**src/fpm_pkg.sv**
```systemverilog
// Purpose: Shared constants and types for the fast-detect pin function mux.
// Assumes: One 40 MHz register clock, byte-wide configuration registers.
// Notes:   Offsets, field positions, resets and codes are named only here.
package fpm_pkg;

  // Register offsets on the byte-wide configuration port.
  localparam logic [15:0] FPM_OFS_PIN_PRIMARY   = 16'h0040;
  localparam logic [15:0] FPM_OFS_PIN_SECONDARY = 16'h0041;

  // Field positions: pin A primary [2:0], pin B primary [5:3].
  localparam int FPM_PRI_A_LSB = 0;
  localparam int FPM_PRI_B_LSB = 3;
  localparam int FPM_PRI_W     = 3;
  // Field positions: pin A secondary [3:0], pin B secondary [7:4].
  localparam int FPM_SEC_A_LSB = 0;
  localparam int FPM_SEC_B_LSB = 4;
  localparam int FPM_SEC_W     = 4;

  // Reset values; power-down bits [7:6] of the primary register reset to 0.
  localparam logic [7:0] FPM_RST_PIN_PRIMARY   = 8'h3f;
  localparam logic [7:0] FPM_RST_PIN_SECONDARY = 8'h00;

  // Primary selector codes.
  localparam logic [2:0] FPM_PRI_DETECT = 3'h0;
  localparam logic [2:0] FPM_PRI_LMFC   = 3'h1;
  localparam logic [2:0] FPM_PRI_SECOND = 3'h6;
  localparam logic [2:0] FPM_PRI_OFF    = 3'h7;

  // Secondary selector codes.
  localparam logic [3:0] FPM_SEC_NCO      = 4'h0;
  localparam logic [3:0] FPM_SEC_XFER     = 4'h1;
  localparam logic [3:0] FPM_SEC_TRIG_OUT = 4'h8;
  localparam logic [3:0] FPM_SEC_TRIG_IN  = 4'h9;

  // Resolved function of one pin.
  typedef enum logic [2:0] {
    FPM_FN_OFF      = 3'b000,
    FPM_FN_DETECT   = 3'b001,
    FPM_FN_LMFC     = 3'b010,
    FPM_FN_NCO      = 3'b011,
    FPM_FN_XFER     = 3'b100,
    FPM_FN_TRIG_OUT = 3'b101,
    FPM_FN_TRIG_IN  = 3'b110
  } fpm_func_t;

  // Resolve a pin from its two selectors; unknown codes leave it off.
  function automatic fpm_func_t fpm_decode(input logic [2:0] pri,
                                           input logic [3:0] sec);
    fpm_func_t fn;
    fn = FPM_FN_OFF;
    case (pri)
      FPM_PRI_DETECT: fn = FPM_FN_DETECT;
      FPM_PRI_LMFC:   fn = FPM_FN_LMFC;
      FPM_PRI_SECOND:
      begin
        case (sec)
          FPM_SEC_NCO:      fn = FPM_FN_NCO;
          FPM_SEC_XFER:     fn = FPM_FN_XFER;
          FPM_SEC_TRIG_OUT: fn = FPM_FN_TRIG_OUT;
          FPM_SEC_TRIG_IN:  fn = FPM_FN_TRIG_IN;
          default:          fn = FPM_FN_OFF;
        endcase
      end
      default:        fn = FPM_FN_OFF;
    endcase
    return fn;
  endfunction

endpackage

```
**src/fpm_pin_mux.sv**
```systemverilog
// Purpose: Function selection for the A-side and B-side multipurpose pins.
// Assumes: Pin levels and register strobes are synchronous to i_ref_clk.
// Notes:   Pin drive, enable and pull-down come from flops, one cycle late.
//
// What this block does
// Pin A primary 000 drives A threshold flag; 001 drives multiframe clock.
// Pin A primary 110 takes function from secondary bits [3:0].
// Pin A primary 111, the reset default, leaves pin undriven, pulled down.
// Pin B primary 111, the reset default, leaves pin undriven, pulled down.
// Pin B primary uses same codes; 110 defers to secondary bits [7:4].
// Pin B secondary is ignored unless pin B primary holds 110.
// Pin A secondary is ignored unless pin A primary holds 110.
// Pin B secondary 0000 is NCO select input, 0001 chip transfer input.
// Pin A secondary 0000 is NCO select input, 0001 chip transfer input.
// Secondary 1000 drives the pin as master next-trigger output.
// Secondary 1001 makes the pin a slave next-trigger input.
// Both secondary selectors reset to 0x0, the NCO select function.
// Chip transfer copies staged phase and filter values into active.
// Unlisted selector codes leave the pin a pulled-down input.
`timescale 1ns/1ps
module fpm_pin_mux #(
  parameter int PHASE_W = 48,
  parameter int COEF_W  = 64
) (
  input  wire logic                  i_ref_clk,
  input  wire logic                  i_arst_n,
  // Byte-wide configuration register port.
  input  wire logic                  i_reg_wr,
  input  wire logic                  i_reg_rd,
  input  wire logic [15:0]           i_reg_addr,
  input  wire logic [7:0]            i_reg_wdata,
  output logic      [7:0]            o_reg_rdata,
  // Internal sources that may be routed to the pins.
  input  wire logic                  i_threshold_flag_a,
  input  wire logic                  i_threshold_flag_b,
  input  wire logic                  i_lmfc_clk,
  input  wire logic                  i_master_trigger_out,
  // Pin A as input, output and output enable, plus weak pull-down.
  input  wire logic                  i_general_pin_a_zero,
  output logic                       o_general_pin_a_zero,
  output logic                       o_general_pin_a_zero_oe,
  output logic                       o_general_pin_a_zero_pd,
  // Pin B as input, output and output enable, plus weak pull-down.
  input  wire logic                  i_general_pin_b_zero,
  output logic                       o_general_pin_b_zero,
  output logic                       o_general_pin_b_zero_oe,
  output logic                       o_general_pin_b_zero_pd,
  // Functions recovered from the pins.
  output logic                       o_nco_chan_sel_a,
  output logic                       o_nco_chan_sel_b,
  output logic                       o_slave_trigger_in,
  output logic                       o_chip_xfer,
  // Staged and active NCO and programmable filter values.
  input  wire logic [PHASE_W-1:0]    i_staged_phase_inc,
  input  wire logic [PHASE_W-1:0]    i_staged_phase_ofs,
  input  wire logic [COEF_W-1:0]     i_staged_programmable_filter,
  output logic      [PHASE_W-1:0]    o_active_phase_inc,
  output logic      [PHASE_W-1:0]    o_active_phase_ofs,
  output logic      [COEF_W-1:0]     o_active_programmable_filter
);
  import fpm_pkg::*;

  logic [7:0]        pin_control_primary_reg;
  logic [7:0]        pin_control_secondary_reg;
  logic [7:0]        rdata_reg;
  logic [1:0]        pin_in;
  logic [1:0]        pin_in_reg;
  logic [1:0]        internal_src;
  logic [2:0]        pri [2];
  logic [3:0]        sec [2];
  fpm_func_t         func [2];
  logic [1:0]        pin_out_reg;
  logic [1:0]        pin_oe_reg;
  logic [1:0]        pin_pd_reg;
  logic [1:0]        nco_sel_reg;
  logic [1:0]        xfer_edge;
  logic [1:0]        trig_in_hit;
  logic              slave_trig_reg;
  logic              chip_xfer_reg;

  // Pins and flags gathered into per-pin vectors, A at index 0.
  assign pin_in       = {i_general_pin_b_zero, i_general_pin_a_zero};
  assign internal_src = {i_threshold_flag_b, i_threshold_flag_a};

  // Configuration registers; primary bits [7:6] are kept for the power-down logic.
  always_ff @(posedge i_ref_clk or negedge i_arst_n)
  begin
    if (!i_arst_n)
    begin
      pin_control_primary_reg   <= FPM_RST_PIN_PRIMARY;
      pin_control_secondary_reg <= FPM_RST_PIN_SECONDARY;
    end
    else if (i_reg_wr)
    begin
      if (i_reg_addr == FPM_OFS_PIN_PRIMARY)
        pin_control_primary_reg <= i_reg_wdata;
      if (i_reg_addr == FPM_OFS_PIN_SECONDARY)
        pin_control_secondary_reg <= i_reg_wdata;
    end
  end

  // Read data is registered; unmapped offsets read as zero.
  always_ff @(posedge i_ref_clk or negedge i_arst_n)
  begin
    if (!i_arst_n)
      rdata_reg <= 8'h00;
    else if (i_reg_rd)
    begin
      case (i_reg_addr)
        FPM_OFS_PIN_PRIMARY:   rdata_reg <= pin_control_primary_reg;
        FPM_OFS_PIN_SECONDARY: rdata_reg <= pin_control_secondary_reg;
        default:               rdata_reg <= 8'h00;
      endcase
    end
  end

  assign o_reg_rdata = rdata_reg;

  // Field slicing: each pin sees its own primary and secondary selector.
  assign pri[0] = pin_control_primary_reg[FPM_PRI_A_LSB +: FPM_PRI_W];
  assign pri[1] = pin_control_primary_reg[FPM_PRI_B_LSB +: FPM_PRI_W];
  assign sec[0] = pin_control_secondary_reg[FPM_SEC_A_LSB +: FPM_SEC_W];
  assign sec[1] = pin_control_secondary_reg[FPM_SEC_B_LSB +: FPM_SEC_W];

  // Previous pin level, used only to find transfer strobe rising edges.
  always_ff @(posedge i_ref_clk or negedge i_arst_n)
  begin
    if (!i_arst_n)
      pin_in_reg <= 2'h0;
    else
      pin_in_reg <= pin_in;
  end

  // One copy of the pin logic per pin; the decode looks at the secondary
  // field only on primary code 110, so a stale secondary does no harm.
  for (genvar p = 0; p < 2; p++)
  begin : g_pin
    assign func[p] = fpm_decode(pri[p], sec[p]);

    // Drive, enable and pull-down all flop together so the pin never
    // sees an enable paired with the previous function's data.
    always_ff @(posedge i_ref_clk or negedge i_arst_n)
    begin
      if (!i_arst_n)
      begin
        pin_out_reg[p] <= 1'b0;
        pin_oe_reg[p]  <= 1'b0;
        pin_pd_reg[p]  <= 1'b1;
      end
      else
      begin
        case (func[p])
          FPM_FN_DETECT:
          begin
            pin_out_reg[p] <= internal_src[p];
            pin_oe_reg[p]  <= 1'b1;
            pin_pd_reg[p]  <= 1'b0;
          end
          FPM_FN_LMFC:
          begin
            pin_out_reg[p] <= i_lmfc_clk;
            pin_oe_reg[p]  <= 1'b1;
            pin_pd_reg[p]  <= 1'b0;
          end
          FPM_FN_TRIG_OUT:
          begin
            pin_out_reg[p] <= i_master_trigger_out;
            pin_oe_reg[p]  <= 1'b1;
            pin_pd_reg[p]  <= 1'b0;
          end
          FPM_FN_NCO, FPM_FN_XFER, FPM_FN_TRIG_IN:
          begin
            pin_out_reg[p] <= 1'b0;
            pin_oe_reg[p]  <= 1'b0;
            pin_pd_reg[p]  <= 1'b0;
          end
          default:
          begin
            pin_out_reg[p] <= 1'b0;
            pin_oe_reg[p]  <= 1'b0;
            pin_pd_reg[p]  <= 1'b1;
          end
        endcase
      end
    end

    // NCO channel select follows the pin only while so selected.
    always_ff @(posedge i_ref_clk or negedge i_arst_n)
    begin
      if (!i_arst_n)
        nco_sel_reg[p] <= 1'b0;
      else if (func[p] == FPM_FN_NCO)
        nco_sel_reg[p] <= pin_in[p];
      else
        nco_sel_reg[p] <= 1'b0;
    end

    assign xfer_edge[p] = (func[p] == FPM_FN_XFER)
                          && pin_in[p] && !pin_in_reg[p];
    assign trig_in_hit[p] = (func[p] == FPM_FN_TRIG_IN) && pin_in[p];
  end

  // Recovered strobes; a slave trigger on either pin is merged.
  always_ff @(posedge i_ref_clk or negedge i_arst_n)
  begin
    if (!i_arst_n)
    begin
      slave_trig_reg <= 1'b0;
      chip_xfer_reg  <= 1'b0;
    end
    else
    begin
      slave_trig_reg <= |trig_in_hit;
      chip_xfer_reg  <= |xfer_edge;
    end
  end

  assign o_general_pin_a_zero    = pin_out_reg[0];
  assign o_general_pin_a_zero_oe = pin_oe_reg[0];
  assign o_general_pin_a_zero_pd = pin_pd_reg[0];
  assign o_general_pin_b_zero    = pin_out_reg[1];
  assign o_general_pin_b_zero_oe = pin_oe_reg[1];
  assign o_general_pin_b_zero_pd = pin_pd_reg[1];
  assign o_nco_chan_sel_a        = nco_sel_reg[0];
  assign o_nco_chan_sel_b        = nco_sel_reg[1];
  assign o_slave_trigger_in      = slave_trig_reg;
  assign o_chip_xfer             = chip_xfer_reg;

  // Mixer phase and filter taps switch together on the transfer pulse,
  // which keeps both mixer frequencies coherent.
  fpm_shadow #(.WIDTH(PHASE_W)) u_phase_inc (
    .i_ref_clk (i_ref_clk),
    .i_arst_n  (i_arst_n),
    .i_load    (chip_xfer_reg),
    .i_staged  (i_staged_phase_inc),
    .o_active  (o_active_phase_inc)
  );

  fpm_shadow #(.WIDTH(PHASE_W)) u_phase_ofs (
    .i_ref_clk (i_ref_clk),
    .i_arst_n  (i_arst_n),
    .i_load    (chip_xfer_reg),
    .i_staged  (i_staged_phase_ofs),
    .o_active  (o_active_phase_ofs)
  );

  fpm_shadow #(.WIDTH(COEF_W)) u_filter (
    .i_ref_clk (i_ref_clk),
    .i_arst_n  (i_arst_n),
    .i_load    (chip_xfer_reg),
    .i_staged  (i_staged_programmable_filter),
    .o_active  (o_active_programmable_filter)
  );

  // Checks on pin drive and recovered functions against the selectors one cycle earlier, save a_b_sec_ignored (same cycle) and a_xfer_copy (two cycles).
  property p_a_detect;
    @(posedge i_ref_clk) disable iff (!i_arst_n)
    (pri[0] == FPM_PRI_DETECT) |=>
      (o_general_pin_a_zero_oe && o_general_pin_a_zero
       == $past(i_threshold_flag_a));
  endproperty
  a_a_detect: assert property (p_a_detect)
    else $error("Pin A does not carry the A threshold flag.");

  property p_a_lmfc;
    @(posedge i_ref_clk) disable iff (!i_arst_n)
    (pri[0] == FPM_PRI_LMFC) |=>
      (o_general_pin_a_zero_oe && o_general_pin_a_zero == $past(i_lmfc_clk));
  endproperty
  a_a_lmfc: assert property (p_a_lmfc)
    else $error("Pin A does not carry the multiframe clock.");

  property p_a_off;
    @(posedge i_ref_clk) disable iff (!i_arst_n)
    (pri[0] == FPM_PRI_OFF) |=>
      (!o_general_pin_a_zero_oe && o_general_pin_a_zero_pd);
  endproperty
  a_a_off: assert property (p_a_off)
    else $error("Disabled pin A is driven or not pulled down.");

  property p_b_off;
    @(posedge i_ref_clk) disable iff (!i_arst_n)
    (pri[1] == FPM_PRI_OFF) |=>
      (!o_general_pin_b_zero_oe && o_general_pin_b_zero_pd);
  endproperty
  a_b_off: assert property (p_b_off)
    else $error("Disabled pin B is driven or not pulled down.");

  property p_b_detect;
    @(posedge i_ref_clk) disable iff (!i_arst_n)
    (pri[1] == FPM_PRI_DETECT) |=>
      (o_general_pin_b_zero_oe && o_general_pin_b_zero
       == $past(i_threshold_flag_b));
  endproperty
  a_b_detect: assert property (p_b_detect)
    else $error("Pin B does not carry the B threshold flag.");

  property p_b_sec_ignored;
    @(posedge i_ref_clk) disable iff (!i_arst_n)
    (pri[1] != FPM_PRI_SECOND) |-> (!trig_in_hit[1] && !xfer_edge[1]);
  endproperty
  a_b_sec_ignored: assert property (p_b_sec_ignored)
    else $error("Pin B secondary used without primary code 110.");

  property p_a_sec_ignored;
    @(posedge i_ref_clk) disable iff (!i_arst_n)
    (pri[0] != FPM_PRI_SECOND) |=> !o_nco_chan_sel_a;
  endproperty
  a_a_sec_ignored: assert property (p_a_sec_ignored)
    else $error("Pin A secondary used without primary code 110.");

  property p_trig_out;
    @(posedge i_ref_clk) disable iff (!i_arst_n)
    (pri[0] == FPM_PRI_SECOND && sec[0] == FPM_SEC_TRIG_OUT) |=>
      (o_general_pin_a_zero_oe
       && o_general_pin_a_zero == $past(i_master_trigger_out));
  endproperty
  a_trig_out: assert property (p_trig_out)
    else $error("Pin A does not drive the master trigger.");

  property p_trig_in;
    @(posedge i_ref_clk) disable iff (!i_arst_n)
    (func[1] == FPM_FN_TRIG_IN && i_general_pin_b_zero) |=>
      (o_slave_trigger_in && !o_general_pin_b_zero_oe);
  endproperty
  a_trig_in: assert property (p_trig_in)
    else $error("Slave trigger on pin B not seen or pin driven.");

  property p_xfer_copy;
    @(posedge i_ref_clk) disable iff (!i_arst_n)
    (func[0] == FPM_FN_XFER && i_general_pin_a_zero
     && !pin_in_reg[0]) ##1 $stable(i_staged_phase_inc) |=>
      (o_active_phase_inc == $past(i_staged_phase_inc));
  endproperty
  a_xfer_copy: assert property (p_xfer_copy)
    else $error("Chip transfer did not load the staged phase step.");

  property p_reserved;
    @(posedge i_ref_clk) disable iff (!i_arst_n)
    (pri[1] inside {3'h2, 3'h3, 3'h4, 3'h5}) |=>
      (!o_general_pin_b_zero_oe && o_general_pin_b_zero_pd);
  endproperty
  a_reserved: assert property (p_reserved)
    else $error("Reserved primary code on pin B left the pin driven.");

endmodule // fpm_pin_mux

```
**src/fpm_shadow.sv**
```systemverilog
// Purpose: Staged-to-active copy register loaded by a transfer strobe.
// Assumes: Strobe is a one-cycle pulse in the register clock domain.
// Notes:   Active value holds zero after reset until the first transfer.
`timescale 1ns/1ps
module fpm_shadow #(
  parameter int WIDTH = 32
) (
  input  wire logic             i_ref_clk,
  input  wire logic             i_arst_n,
  input  wire logic             i_load,
  input  wire logic [WIDTH-1:0] i_staged,
  output logic      [WIDTH-1:0] o_active
);
  import fpm_pkg::*;

  logic [WIDTH-1:0] active_reg;

  // Copy only on the strobe so every consumer switches in the same cycle.
  always_ff @(posedge i_ref_clk or negedge i_arst_n)
  begin
    if (!i_arst_n)
      active_reg <= '0;
    else if (i_load)
      active_reg <= i_staged;
  end

  assign o_active = active_reg;

endmodule // fpm_shadow
```
**config.mk**
```make
export PLATFORM = sky130hd
export DESIGN_NAME = fpm_pin_mux
export DESIGN_NICKNAME = d
export VERILOG_FILES = /design/src/fpm_pkg.sv /design/src/fpm_pin_mux.sv /design/src/fpm_shadow.sv
export SDC_FILE = /design/constraint.sdc
export NUM_CORES = 1
export LEC_CHECK = 0
export BUFFER_PORTS_ARGS = -buffer_cell sky130_fd_sc_hd__clkbuf_2
export CORE_AREA = 2 2 143 145
export DETAILED_ROUTE_END_ITERATION = 8
export DIE_AREA = 0 0 145 147
export MAX_ROUTING_LAYER = met4
export PLACE_DENSITY_LB_ADDON = 0.3
export SYNTH_ARGS = -nofsm -noshare
export SYNTH_HDL_FRONTEND = slang
export SYNTH_SLANG_ARGS = --single-unit
```
**constraint.sdc**
```tcl
create_clock -name i_ref_clk -period 1.52 [get_ports i_ref_clk]
set_clock_uncertainty 0.1 [all_clocks]
set_input_delay 0.228 -clock i_ref_clk [delete_from_list [all_inputs] [get_ports i_ref_clk]]
set_output_delay 0.228 -clock i_ref_clk [all_outputs]
set_load 0.01 [all_outputs]
```
=== Yosys cells after proc, flatten, opt, wreduce, memory -nomap -nowiden ===
Cells that the tools add are included.

* Bits in registers: 196
* Bits in latches: 0
* Memory bits (writable): 0
* ROM bits: 0
* Output and inout bits: 178
* Memories: 0

* $add $sub $neg: 0
* Multiply operators: 0
* Div/mod/pow operators: 0
* Order comparisons: 0
* Eq/ne operators: 24
* Shift operators: 0
* Muxes and demuxes: 13
* Bitwise logic cells: 0
* Reductions and logical operators: 20

{| class="wikitable"
|+ Operator list
! kind !! count
|-
| 16-bit by 7-bit == test with 1-bit output (second input constant) || 2
|-
| 3-bit == test (second input constant) || 8
|-
| 3-bit one-hot mux with 4 select lines || 2
|-
| 3-bit one-hot mux with 3 select lines || 2
|-
| 4-bit == test (second input constant) || 4
|-
| 8-bit one-hot mux with 2 select lines || 1
|-
| 3-bit by 1-bit == test with 1-bit output (second input constant) || 4
|-
| 3-bit by 2-bit == test with 1-bit output (second input constant) || 4
|-
| 6-bit OR reduction || 2
|-
| 4-bit by 1-bit == test with 1-bit output (second input constant) || 2
|-
| 4-bit logical NOT || 2
|-
| 1-bit logical AND || 6
|-
| 3-bit logical NOT || 2
|-
| 1-bit two-way mux || 6
|-
| 1-bit one-hot mux with 3 select lines || 2
|-
| 3-bit OR reduction || 2
|-
| 2-bit AND reduction || 2
|-
| 2-bit OR reduction || 2
|-
| 1-bit logical NOT || 2
|}

=== Longest topological paths before layout ===
* Word-level depth: 7
* Gate-level depth with buffers: 5
* Depth with buffers taken out: 4

=== By module ===
A second synthesis with hierarchy kept.

* Cells, all modules: 467
* Area, all modules: 8036.5 um^2

{| class="wikitable"
|+ By module, submodules not included
! module !! instances !! cells each !! area an instance (um^2) !! sequential area each (um^2)
|-
| fpm_shadow (u_phase_inc ...) || 2 || 101 || 1860.5 || 1201.2
|-
| fpm_shadow (u_filter) || 1 || 135 || 2678.8 || 1601.5
|-
| fpm_pin_mux || 1 || 130 || 1636.6 || 910.9
|}

=== Worst setup path after synthesis ===
OpenSTA, ideal clock, no wires.

* Path type: register to register
* Start point: register chip_xfer_reg, in the netlist o_chip_xfer
* End point: register u_filter.active_reg[24], in the netlist u_filter.o_active[24]
* Setup time: 125 ps
* Arrival time: 1376 ps
* Slack: -81 ps
* Cell stages (with the launch flop): 5
* Buffers on the path: 3
* Period minus slack after synthesis: 1601 ps
* Cells stage by stage: dfrtp_1 > clkbuf_1 > clkbuf_1 > buf_2 > mux2_2

{| class="wikitable"
|+ RTL lines
! element !! line !! RTL
|-
| start, declared || fpm_pin_mux.sv:79 || <nowiki>logic chip_xfer_reg;</nowiki>
|-
| start signal, assigned || fpm_pin_mux.sv:214 || <nowiki>chip_xfer_reg <= |xfer_edge;</nowiki>
|-
| end signal, assigned || fpm_shadow.sv:24 || <nowiki>active_reg <= i_staged;</nowiki>
|-
| end, declared || fpm_shadow.sv:16 || <nowiki>logic [WIDTH-1:0] active_reg;</nowiki>
|}

No word-level cell between the ends.

=== Final worst setup path ===
* Start point: register pin_control_primary_reg[5]
* End point: register pin_out_reg[1], in the netlist o_general_pin_b_zero

* Word-level cells in the longest chain between the ends: 4
* Elaborated cells on any way between the ends: 8
* Classes of those cells: eq/ne: 5; mux: 2; reduce/logical: 1

{| class="wikitable"
|+ RTL lines
! element !! line !! RTL
|-
| start, declared || fpm_pin_mux.sv:63 || <nowiki>logic [7:0] pin_control_primary_reg;</nowiki>
|-
| start signal, assigned || fpm_pin_mux.sv:96 || <nowiki>pin_control_primary_reg <= i_reg_wdata;</nowiki>
|-
| 3-bit == test, or another cell as far along || fpm_pkg.sv:51 || <nowiki>case (pri)</nowiki>
|-
| 3-bit one-hot mux with 3 select lines (*) || fpm_pkg.sv:51 ||
|-
| 3-bit == test, or another cell as far along || fpm_pin_mux.sv:152 || <nowiki>case (func[p])</nowiki>
|-
| 1-bit one-hot mux with 3 select lines (*) || fpm_pin_mux.sv:152 ||
|-
| end signal, assigned by index || fpm_pin_mux.sv:155 || <nowiki>pin_out_reg[p] <= internal_src[p];</nowiki>
|-
| end signal, assigned by index || fpm_pin_mux.sv:161 || <nowiki>pin_out_reg[p] <= i_lmfc_clk;</nowiki>
|-
| end signal, assigned by index || fpm_pin_mux.sv:167 || <nowiki>pin_out_reg[p] <= i_master_trigger_out;</nowiki>
|-
| end, declared || fpm_pin_mux.sv:72 || <nowiki>logic [1:0] pin_out_reg;</nowiki>
|}

Mark *: on every way between the ends. The rest lies on a longest branch, timed or not.
A chain may end at the register's enable or synchronous reset.

==> impl_results.md <==
- Outcome: finished, violations left
- Failing checks: setup timing
- Final worst setup slack: -70.1 ps
- Peak supply drop: 0.755 mV
- CP startpoint kind: flip-flop
- Synth cell count leaders: 188 x dfrtp_1, 168 x mux2_2, 14 x buf_2, 12 x inv_1
- Area growth, synth to finish: 68.1%
- Top cells by area, synth: dfrtp_1 62%, mux2_2 25%, dfstp_2 2.8%
- Yosys reg bits: 196
- # fillers: 1395
- Post-Synth XOR/XNOR Area: 0.116%
- Synthesized area per cell: 16.1 um2
- HPWL after DPL: 14800 um
- Arrival @ worst endpoint: 1810 ps
- Number of synthesized flops with an enable pin: 0
- Clock share of power: 43.8%
- Final min period: 1590 ps
- Most numerous cell in the Yosys netlist: dfrtp_1
- Clk_lat worst skew: 430 ps
- First-pass GRT wire length: 36700 um
- Fmax: 629 MHz
- Port Buffers: 371
- Post-Synth Simple-Gate Area: 2.97%
- Initial antenna violation count: 0
- Antenna-violating nets left: 0
- Yosys top cell by area: dfrtp_1
- Adder-cell share of the synthesized area: 0%
- Gr ovfl total: 0
- Clock Path Buffers: 2
- Max reg flops: 64
- CTS tree: yes
- Hold path cells: 2
- Worst slew margin: 64.4%
- Fin. Hold Viols: 0
- Final core occ: 63.9%
- Post-Syn Nets: 662
- Period Utilization, post-route: 105%
- FF-to-FF path depth: 4
- N_diodes: 0
- CP max FO: 4
- Chip height: 147 um
- Largest net degree at the start of global routing: 48
- Row count: 52
- Global Route Usage Sum: 22.6%
- Placer congestion estimate: 0.775
- Final-report max-slew violation count: 0
- Max cap viols: 0
- CP Capture Type: flip-flop
- Hold WC Path Type: primary input to flip-flop
- Die width: 145 um
- Largest family of logic cells by synthesized area: multiplexers
- H-Tree Depth: 4
- Final setup viols: 3
- Synth Cell Area: 7540 um2
- Power, Total: 0.0107 W
- TritonCTS Buffers: 17
- Warnings, synthesis: 0
- Leak: 6.80 nW
- Residual DRC: 0
- Synth unique cells: 35
- Vias in the first global route: 6748
- Fraction of registers with async set/reset: 100%
- Register share of total power: 48.6%
- Vias per inst: 4.66
- Routed wire length: 23500 um
- Layout cells sized above 1: 60.6%
- Wirelength per Cell: 17.4 um
- DIE AREA: 21300 um2
- Via count: 6284
- RSZ-0062 raised after global routing: true
- Ys flop type: dfrtp_1
- Clock-pin slew on the worst setup and hold paths: 80 ps
- PD cells: 848 nW/um2
- I/O Pins: 372
- Register area share after synthesis: 65.2%
- # clock sinks: 196
- CORE AREA: 19800 um2
- Combinational share of power: 7.6%
- Pre-antenna DRT Iters: 4
- Initial core utilization: 38.0%
- Synth Instances: 468
- CTS root buf: clkbuf_16
- NetSw: 0.00249 W
- Switch share: 23.2%
- Yosys top cell area share: 62.4%
- Initial drt markers: 170
- Mux contribution to synthesized area: 27.9%
- Number of nets in the layout: 1259
- Worst Max-Slew Pin Slew: 529 ps
- Type of the worst setup path: flip-flop to flip-flop
- Pint: 0.00826 W
- CP required: 1740 ps
- Post-synthesis compound-gate area fraction: 1.74%
## per-layer routing
metal | global-route usage (%) | wire length [um] | up-vias
met4 | 10.6 | 1090 | 0
met2 | 38.8 | 12100 | 268
met1 | 24.9 | 8980 | 3073
li1 | - | - | 2868
met5 | - | 0 | -
met3 | 5.62 | 1320 | 75
## final cells by class
class / instances / area [um2] / area share (%)
Sequential cell: 196 / 4920 / 38.8
Timing Repair Buffer: 599 / 4230 / 33.3
Multi-Input combinational cell: 239 / 2530 / 19.9
Clock buffer: 18 / 429 / 3.39
Tap cell: 270 / 338 / 2.67
Clock inverter: 14 / 191 / 1.51
Inverter: 12 / 45.0 / 0.355
## stage by stage
stage	worst slack, ps	std cells	cell area [um2]	TNS, ps	hold slack [ps]
6_report	-70.1	1348	12700	-163	30.9
3_3_place_gp	-234	1126	10100	-3130	37.3
5_1_grt	-118	1348	12700	-357	25.5
4_1_cts	-63.2	1337	12500	-76.4	17.4
2_1_floorplan	-13.5	468	7550	-1220	-168
3_5_place_dp	-253	1126	10100	-3530	35.0
## worst max-delay path, stage by stage, from the launching register on
cell and delay (ps):
dfstp_2 540, nor4b_4 230, and2_4 220, nand3b_1 90, a311oi_2 300
## cell usage in the layout, fill, tap and decap left out, drive strengths merged
cell type / count
clkbuf: 390
dfrtp: 188
mux2: 176
dlygate4sd3: 174
buf: 52
inv: 18
nor2: 10
mux2i: 9
o22ai: 8
dfstp: 8
clkinv: 5
nand2: 4
nor4b: 4
nor4: 4
nand4: 2
nor3: 2
and3: 2
bufinv: 2
and2: 2
a31oi: 2
o21ai: 2
o32ai: 2
nand3b: 1
a311oi: 1
nand4bb: 1
xnor2: 1
a21oi: 1
a2111o: 1
o41ai: 1
a21o: 1
or2: 1
nand3: 1
clkinvlp: 1
bufbuf: 1
## cell families (layout without fill, tap and decap cells)
| kind of cell | after synthesis | in the layout |
|---|---|---|
| xor gates and xnor gates | 1 | 1 |
| buffers and inverters | 33 | 643 |
| DFF | 196 | 196 |
| and+or+nand+nor | 34 | 34 |
| muxes | 185 | 185 |
| AOI/OAI and AO/OA | 19 | 19 |
## final timing paths
path / slack [ps] / to / start
worst max-delay path: -70 / o_general_pin_b_zero / pin_control_primary_reg[5]
worst min-delay path: 30 / o_reg_rdata[7] / i_reg_rd
worst max register to register: -70 / o_general_pin_b_zero / pin_control_primary_reg[5]
worst min register to register: 350 / o_chip_xfer / pin_in_reg[0]
max in group asynchronous: 590 / pin_control_primary_reg[1] / i_arst_n
min in group asynchronous: 160 / u_filter.o_active[26] / i_arst_n
## power by group through the flow
stage,Sequential [W],Combinational [W],Clock [W]
3_3_place_gp,0.00532,0.000443,0
4_1_cts,0.00522,0.000814,0.00483
2_1_floorplan,0.00532,0.0000290,0
6_report,0.00522,0.000822,0.00471
3_5_place_dp,0.00532,0.000447,0
5_1_grt,0.00522,0.000892,0.00506
## timing repair
item	in CTS	in global routing
hold buffers	174	0
buffers inserted	4	9
endpoints found under the setup margin	3	53
cloned	1	2
pin swaps	2	3
endpoints found under the hold margin	370	0
gates resized for setup	2	14
Note: power is estimated with default switching activity, not from simulation.
